**config.mk**
```make
export PLATFORM = sky130hd
export DESIGN_NAME = spi_output_dac_formatter
export DESIGN_NICKNAME = d
export VERILOG_FILES = /design/src/rtl/spi_out_pkg.sv /design/src/rtl/spi_output_dac_formatter.sv
export SDC_FILE = /design/constraint.sdc
export NUM_CORES = 1
export LEC_CHECK = 0
export BUFFER_PORTS_ARGS = -buffer_cell sky130_fd_sc_hd__buf_2
export CAP_MARGIN = 20
export CORE_UTILIZATION = 50
export DETAILED_ROUTE_END_ITERATION = 7
export PLACE_DENSITY_LB_ADDON = 0.12
export SLEW_MARGIN = 20
export SYNTH_ARGS = -nofsm -noshare
export SYNTH_HDL_FRONTEND = slang
export SYNTH_SLANG_ARGS = --single-unit
```
**constraint.sdc**
```tcl
create_clock -name clk -period 4.3 [get_ports clk]
set_clock_uncertainty 0.2 [all_clocks]
set_input_delay 0 -clock clk [delete_from_list [all_inputs] [get_ports clk]]
set_output_delay 0 -clock clk [all_outputs]
set_load 0.05 [all_outputs]
```
**src/rtl/spi_out_pkg.sv**
```systemverilog
// Purpose: Constants for the serial output datagram formatter
// Assumes: 100 MHz system clock, master drives the serial link
// Notes: Format codes and configuration bit positions live here
package spi_out_pkg;
    // Output format codes
    localparam logic [3:0] FMT_OFF = 4'h0;
    localparam logic [3:0] FMT_DAC_MAPPED = 4'h1;
    localparam logic [3:0] FMT_DAC_ABS_N = 4'h2;
    localparam logic [3:0] FMT_DAC_ABS_P = 4'h3;
    localparam logic [3:0] FMT_SCALE = 4'h4;
    localparam logic [3:0] FMT_SIGNED = 4'h5;
    localparam logic [3:0] FMT_DAC_SCALE = 4'h6;
    localparam logic [3:0] FMT_COVER = 4'hf;
    // Configuration bit positions in serial_out_configuration
    localparam int CFG_SCK_LOW_BIT = 4;
    localparam int CFG_RISE_BIT = 5;
    // Widths of the length field and of payloads
    localparam int LEN_W = 6;
    localparam int SCALE_W = 8;
    localparam int CUR_W = 9;
    localparam int SIGNED_W = 18;
    // Half period of the serial clock, in ns, and in cycles
    localparam int HALF_NS = 500;
    localparam int CLK_NS = 10;
    localparam int HALF_CYC = (HALF_NS + CLK_NS - 1) / CLK_NS;
    // Reset value of the length register
    localparam logic [LEN_W-1:0] LEN_RESET = 6'h08;
endpackage

```
**src/rtl/spi_output_dac_formatter.sv**
```systemverilog
// Purpose: Serial master sending scale and coil current datagrams
// Assumes: Values and config come from logic on the same clock
// Notes: No address prefix; cover datagrams come in as a request
`timescale 1ns/100ps
module spi_output_dac_formatter
    import spi_out_pkg::*;
#(
    parameter int HALF = spi_out_pkg::HALF_CYC
)
(
    input wire logic clk,
    input wire logic rst_n,
    input wire logic [3:0] output_format,
    input wire logic [7:0] serial_out_configuration,
    input wire logic [spi_out_pkg::LEN_W-1:0] datagram_length,
    input wire logic [spi_out_pkg::SCALE_W-1:0] current_scale_factor,
    input wire logic [spi_out_pkg::CUR_W-1:0] coil_a_current_value,
    input wire logic [spi_out_pkg::CUR_W-1:0] coil_b_current_value,
    input wire logic cover_request,
    input wire logic [63:0] cover_data,
    output logic cover_taken,
    output logic busy,
    output logic out_chip_select_n,
    output logic out_serial_clock,
    output logic out_serial_data,
    output logic out_drive_enable
);
    import spi_out_pkg::*;

    typedef enum {IDLE, SETUP, LEAD, SHIFT_LO, SHIFT_HI, TAIL, GAP} state_e;

    state_e state; // Link sequencer state
    logic [7:0] tmr; // Half-period timer
    logic [LEN_W-1:0] bits_left; // Clock pulses still due
    logic [63:0] shreg; // Shift register, MSB leaves first
    logic second_due; // Coil B datagram still owed
    logic [SCALE_W-1:0] last_scale; // Last seen scale factor
    logic [CUR_W-1:0] last_a; // Last seen coil A value
    logic [CUR_W-1:0] last_b; // Last seen coil B value
    logic scale_pend; // Scale change waiting
    logic cur_pend; // Current change waiting
    logic cfg_sck_low; // Clock idles low around select
    logic cfg_rise; // Data changes on rising edge
    logic cover_fmt; // Cover-only format
    logic dac_cur_fmt; // Two-datagram converter formats
    logic scale_fmt; // Single scale datagram formats
    logic tick; // Timer expiry

    // Native framing only in cover-only format
    assign cover_fmt = (output_format == FMT_COVER);
    assign cfg_sck_low = serial_out_configuration[CFG_SCK_LOW_BIT] & ~cover_fmt;
    assign cfg_rise = serial_out_configuration[CFG_RISE_BIT] & ~cover_fmt;
    assign dac_cur_fmt = (output_format == FMT_DAC_MAPPED) ||
                         (output_format == FMT_DAC_ABS_N) ||
                         (output_format == FMT_DAC_ABS_P);
    assign scale_fmt = (output_format == FMT_SCALE) || (output_format == FMT_DAC_SCALE);
    assign tick = (tmr == 8'h00);
    assign busy = (state != IDLE);
    assign out_drive_enable = (output_format != FMT_OFF);
    assign cover_taken = (state == IDLE) && cover_fmt && cover_request;

    // Payload placed right-justified then moved to the top of the frame
    function automatic logic [63:0] frame(input logic [63:0] val, input logic [LEN_W-1:0] n);
        frame = val << (7'd64 - {1'b0, n});
    endfunction

    // Change detection, held pending until the link is free
    always_ff @(posedge clk or negedge rst_n)
    begin
        if (!rst_n)
        begin
            last_scale <= 8'h00;
            last_a <= 9'h000;
            last_b <= 9'h000;
            scale_pend <= 1'b0;
            cur_pend <= 1'b0;
        end
        else
        begin
            last_scale <= current_scale_factor;
            last_a <= coil_a_current_value;
            last_b <= coil_b_current_value;
            // Set wins over clear taken at start of a datagram
            if (last_scale != current_scale_factor)
                scale_pend <= 1'b1;
            else if (state == IDLE && scale_fmt && !second_due)
                scale_pend <= 1'b0;
            if (last_a != coil_a_current_value || last_b != coil_b_current_value)
                cur_pend <= 1'b1;
            // A coil B start must not swallow a change seen during coil A
            else if (state == IDLE && !second_due &&
                     (dac_cur_fmt || output_format == FMT_SIGNED))
                cur_pend <= 1'b0;
        end
    end

    // Link sequencer: select, clock and data
    always_ff @(posedge clk or negedge rst_n)
    begin
        if (!rst_n)
        begin
            state <= IDLE;
            tmr <= 8'h00;
            bits_left <= '0;
            shreg <= 64'h0;
            second_due <= 1'b0;
            out_chip_select_n <= 1'b1;
            out_serial_clock <= 1'b1;
            out_serial_data <= 1'b0;
        end
        else
        begin
            tmr <= tick ? 8'h00 : tmr - 8'h01;
            case (state)
                IDLE:
                begin
                    out_chip_select_n <= 1'b1;
                    out_serial_clock <= ~cfg_sck_low;
                    bits_left <= datagram_length;
                    tmr <= 8'(HALF - 1);
                    if (second_due)
                    begin
                        shreg <= frame(64'(coil_b_current_value), datagram_length);
                        second_due <= 1'b0;
                        state <= SETUP;
                    end
                    else if (cover_fmt && cover_request)
                    begin
                        shreg <= cover_data;
                        state <= SETUP;
                    end
                    // Pending flag only: a live compare here would resend the same value
                    else if (scale_fmt && scale_pend)
                    begin
                        // Zero padding comes from the shift left of a narrow value
                        shreg <= frame(64'(current_scale_factor), datagram_length);
                        state <= SETUP;
                    end
                    else if (output_format == FMT_SIGNED && cur_pend)
                    begin
                        shreg <= frame(64'({coil_a_current_value, coil_b_current_value}),
                                       datagram_length);
                        state <= SETUP;
                    end
                    else if (dac_cur_fmt && cur_pend)
                    begin
                        shreg <= frame(64'(coil_a_current_value), datagram_length);
                        second_due <= 1'b1;
                        state <= SETUP;
                    end
                end
                SETUP:
                begin
                    // Select goes low while clock still idles
                    out_chip_select_n <= 1'b0;
                    out_serial_data <= shreg[63];
                    if (tick)
                    begin
                        // One extra count so the first low phase is a full half period
                        tmr <= 8'(HALF);
                        state <= SHIFT_LO;
                    end
                end
                SHIFT_LO:
                begin
                    // Clock low phase, data updated on falling edge by default
                    out_serial_clock <= 1'b0;
                    if (tick)
                    begin
                        tmr <= 8'(HALF - 1);
                        out_serial_clock <= 1'b1;
                        if (cfg_rise)
                        begin
                            out_serial_data <= shreg[62];
                        end
                        state <= SHIFT_HI;
                    end
                end
                SHIFT_HI:
                begin
                    if (tick)
                    begin
                        tmr <= 8'(HALF - 1);
                        shreg <= {shreg[62:0], 1'b0};
                        bits_left <= bits_left - 1'b1;
                        if (bits_left <= 1)
                            state <= TAIL;
                        else
                        begin
                            out_serial_clock <= 1'b0;
                            if (!cfg_rise)
                                out_serial_data <= shreg[62];
                            state <= SHIFT_LO;
                        end
                    end
                end
                TAIL:
                begin
                    // Clock already high, select released after a half period
                    if (tick)
                    begin
                        // Clock stays high here; a fall now would be a stray edge
                        out_chip_select_n <= 1'b1;
                        tmr <= 8'(HALF - 1);
                        state <= GAP;
                    end
                end
                GAP:
                begin
                    // Clock returns to its idle level only once select is high
                    out_serial_clock <= ~cfg_sck_low;
                    if (tick)
                        state <= IDLE;
                end
                default:
                    state <= IDLE;
            endcase
        end
    end

    // Select must never fall while the clock is in its active low phase
    chk_select_order: assert property (@(posedge clk) disable iff (!rst_n)
        $fell(out_chip_select_n) |-> (out_serial_clock == ~cfg_sck_low))
        else $error("select fell with wrong clock level");

    // Clock must be high when select rises
    chk_release_order: assert property (@(posedge clk) disable iff (!rst_n)
        $rose(out_chip_select_n) |-> (out_serial_clock && $past(out_serial_clock)))
        else $error("select rose while clock low");

    // Idle clock low when clock-low option on
    chk_idle_low: assert property (@(posedge clk) disable iff (!rst_n)
        (state == GAP && $past(state) == GAP && cfg_sck_low &&
         $stable(serial_out_configuration) && $stable(output_format)) |->
        !out_serial_clock)
        else $error("clock not low at idle");

    // Default mode keeps data stable across rising clock edge
    chk_fall_shift: assert property (@(posedge clk) disable iff (!rst_n)
        ($rose(out_serial_clock) && !out_chip_select_n && !cfg_rise) |-> $stable(out_serial_data))
        else $error("data changed on rising edge");

    // Rising mode keeps data stable across falling clock edge after first bit
    chk_rise_shift: assert property (@(posedge clk) disable iff (!rst_n)
        ($fell(out_serial_clock) && state == SHIFT_LO && $past(state) == SHIFT_HI && cfg_rise)
        |-> $stable(out_serial_data))
        else $error("data changed on falling edge");

    // Coil A datagram is followed by coil B datagram
    chk_second_frame: assert property (@(posedge clk) disable iff (!rst_n)
        (state == GAP && second_due && tick) |=> (state == IDLE) ##1 (state == SETUP))
        else $error("second datagram not started");

    // Cover-only format never sends a value datagram on its own
    chk_cover_only: assert property (@(posedge clk) disable iff (!rst_n)
        (state == IDLE && cover_fmt && !cover_request && !second_due) |=> (state == IDLE))
        else $error("value datagram in cover-only format");

    // Drivers off in format zero
    chk_drive_off: assert property (@(posedge clk) disable iff (!rst_n)
        (output_format == FMT_OFF) |-> !out_drive_enable)
        else $error("drivers on in off format");

    // Bit count never underflows during a frame
    chk_bit_count: assert property (@(posedge clk) disable iff (!rst_n)
        (state == SHIFT_HI && tick && bits_left <= 1) |=> (state == TAIL))
        else $error("frame length wrong");
endmodule // spi_output_dac_formatter

```
==> run_results.csv <==
group,metric,value,unit
cells_and_area,fillCellCount,1631,
worst_setup_path,cp-end-kind,"flop",
synthesis,synth_xor_xnor_area_share,3.22,%
drt,drt_wl_total,43.9,mm
worst_setup_path,crit_type,"flop to flop",
synthesis,yosys-top-cells-area,"dfrtp_1 28%, o21ai_0 5.5%, nor2_1 4.6%, nand2_1 3.9%, mux4_2 3.9%",
worst_setup_path,crit_slowest_cell,"or4b_1",
sta,max-slew-margin-rel,17.9,%
cts,htreeDepth,4,
synthesis,syn_area,0.00980,mm2
synthesis,synthDistinctLibCells,85,
synthesis,syn_nets,1326,
sta,worst_pin_slew,1.22,ns
drt,drc,0,
synthesis,synth-edff-count,0,
power_and_ir_drop,combPwrFrac,34.7,%
sta,maxSlewViolCount,0,
synthesis,yosysWarnings,0,
sta,finalSetupViolCount,0,
power_and_ir_drop,swShare,38.0,%
floorplanning,die_w,142,um
sta,worst_slack,0.428,ns
floorplanning,die_h,142,um
drt,drt_pass1_iterations,7,
synthesis,synth_common_cells,"119 x nor2_1, 111 x dfrtp_1, 107 x o21ai_0",
drt,viasPerCell,7.08,
grt,grt_overflow,0,
sta,fin_crit_sh,90.0,%
placed_design,dpl.hpwl,30.8,mm
cts,cts_buffers,17,
status,status,"completed",
floorplanning,dieArea,0.0202,mm2
drt,final_antenna_net_count,0,
placed_design,dp_slack,0.518,ns
drt,drt-initial-drc-count,1766,
cells_and_area,area_delta_synth_final,27.3,%
grt,grt_max_degree,58,
power_and_ir_drop,power_switching,1.80,mW
cts,cts_tree,"done",
cts,cts.clk_slew.worst_paths,0.06,ns
power_and_ir_drop,power_density,381,mW/mm2
worst_setup_path,cp_cell_sequence,"inv_1 -> ha_1 -> or3b_4 -> or4b_1 -> a21boi_4 -> nand2_2 -> buf_4 -> a221o_1 -> a211oi_1 -> a21oi_1",
sta,setup-tns-final,0,ns
synthesis,synth_most_common_cell,"nor2_1",
grt,antenna_found_initial,0,
worst_setup_path,cp-start-kind,"flop",
drt,num_vias,11907,
cells_and_area,fin_nets,1523,
sta,fmax,258,MHz
cells_and_area,antennaDiodeCount,0,
worst_setup_path,required,4.41,ns
synthesis,synthSimpleGateAreaFrac,19.5,%
worst_setup_path,critPathBufInv,2,
job,cap_viol_max_count,0,
floorplanning,coreArea,0.0190,mm2
placed_design,port_buffers,110,
synthesis,synthAdderAreaFrac,0.511,%
power_and_ir_drop,p_total,4.75,mW
cts,clock_path_buffers,2,
synthesis,ys_ff_latch,113,
cells_and_area,drive_gt1_share,18.6,%
worst_setup_path,path_delay_family,"simple AND/OR/NAND/NOR gates",
sta,rsz0062_at_grt,"false",
synthesis,ys_seq_area_share,28.9,%
sta,fin_crit,3.87,ns
power_and_ir_drop,ir_worst_vdd,274,uV
worst_setup_path,critPathMaxStageDelay,0.66,ns
power_and_ir_drop,pwr-share-clk,31.4,%
synthesis,synth_largest_area_cell,"dfrtp_1",
floorplanning,row_count,50,
sta,holdWs,0.00815,ns
synthesis,avgSynthCellArea,8.09,um2
grt,grt_use_total,44.5,%
grt,grt_pass1_vias,11132,
synthesis,synth_top_area_share,28.3,%
cts,cts_root_buffer,"clkbuf_16",
grt,grt_pass1_wl,66.9,mm
synthesis,synth_mux_area_share,6.82,%
worst_setup_path,crit_arrival,3.99,ns
cts,clock_latency,0.44,ns
floorplanning,io_pins,117,
power_and_ir_drop,p_int,2.94,mW
placed_design,place.gp.congestion,1.04,
power_and_ir_drop,seq_power_share,33.9,%
worst_setup_path,path_max_fanout,26,
sta,finalHoldViolCount,0,
synthesis,synthArstFlopShare,100,%
floorplanning,start_util,51.7,%
cts,clkSinkCount,113,
hold_path,hp-class,"input pin to flop",
drt,avgRoutedWirePerCell,26.1,um
synthesis,synth_ff_type,"dfrtp_1",
synthesis,netlist_instances,1211,
synthesis,synth_top_family_by_area,"compound AO/OA/AOI/OAI gates",
synthesis,synth_compound_area_share,36.1,%
power_and_ir_drop,p_leak,4.95,nW
[per-layer routing]
| metal | vias to the layer above | GRT usage [%] | wire (um) |
|---|---|---|---|
| li1 | 5160 | - | - |
| met1 | 5635 | 60.1 | 17000 |
| met2 | 933 | 66.7 | 19200 |
| met3 | 179 | 10.8 | 5560 |
| met4 | 0 | 21.8 | 2180 |
| met5 | - | 0 | 0 |
[cell families after synthesis]
kind of cell,count (synthesis)
buffers and inverters,118
multiplexers,44
AO/OA/AOI/OAI,501
AND/OR/NAND/NOR,395
XOR/XNOR,36
adder cells (fa/ha/maj),4
flip-flops,113
[state kept, by name (all words and copies together), names as in the netlist, 3 cells and up]
register and count:
shreg 64, last_a 9, last_b 9, last_scale 8, tmr 8, bits_left 6
state 3
[worst min-delay path, stage by stage]
cell and delay (ns):
buf_2 0.07, and3_1 0.24, o31ai_1 0.14, a21oi_1 0.15
[layout make-up]
class / count / area, um2 / area share (%)
clock buffers: 21 / 450 / 3.61
clock inverters: 11 / 138 / 1.10
inverters: 18 / 67.6 / 0.542
multi-input cells: 980 / 6560 / 52.6
flip-flops and latches: 113 / 2830 / 22.7
well taps: 260 / 325 / 2.61
repair buffers: 278 / 2100 / 16.8
[cells in the final DEF (no fill, tap or decap), types with 12 or more instances in the layout]
cell type	count
or3_1	26
a22oi_1	18
mux2i_1	15
o22ai_1	12
dfrtp_1	111
o31ai_1	15
buf_4	64
o211ai_1	42
xnor2_1	19
dlygate4sd3_1	102
inv_1	16
o21ai_0	107
nand3_1	25
a211oi_1	24
a21oi_1	75
and3_1	17
nor2_1	118
a31oi_1	24
nor3_1	32
buf_2	109
a221oi_1	27
o221ai_1	12
xor2_1	12
clkbuf_16	17
a221o_1	21
mux4_2	17
nand2_1	101
mux2_2	12
nand4_1	17
[power groups by stage]
stage / Sequential (mW) / Combinational (mW) / Clock, mW
after floorplan: 1.55 / 1.01 / 0
after global placement: 1.60 / 1.50 / 0
after detailed placement: 1.60 / 1.52 / 0
after CTS: 1.59 / 1.60 / 1.49
after global routing: 1.63 / 1.79 / 1.53
final: 1.61 / 1.65 / 1.49
[worst paths after layout]
| check | start | to | slack [ns] | cells past startpoint |
|---|---|---|---|---|
| worst max-delay path | tmr[0] | shreg[43] | 0.43 | 10 |
| max in group asynchronous | rst_n | last_a[1] | 2.84 | 4 |
| worst min-delay path | cover_data[39] | shreg[39] | 0.008 | 4 |
| worst min register to register | out_serial_data | out_serial_data | 0.28 | 2 |
| min in group asynchronous | rst_n | out_chip_select_n | 0.46 | 3 |
| worst max register to register | tmr[0] | shreg[43] | 0.43 | 10 |
[what timing repair did]
action,CTS,global route
setup buffers,0,0
endpoints found under the setup margin,0,0
resized for setup,0,0
hold buffers,103,0
endpoints found under the hold margin,209,0
[metrics by stage]
stage | instances | area [um2] | utilization (%)
2_1_floorplan | 1211 | 9800 | -
3_3_place_gp | 1545 | 10800 | 57.1
3_5_place_dp | 1545 | 10800 | 57.1
4_1_cts | 1680 | 12500 | 65.7
5_1_grt | 1681 | 12500 | 65.8
6_report | 1681 | 12500 | 65.8
No activity file was read; power rests on OpenSTA's default activity.
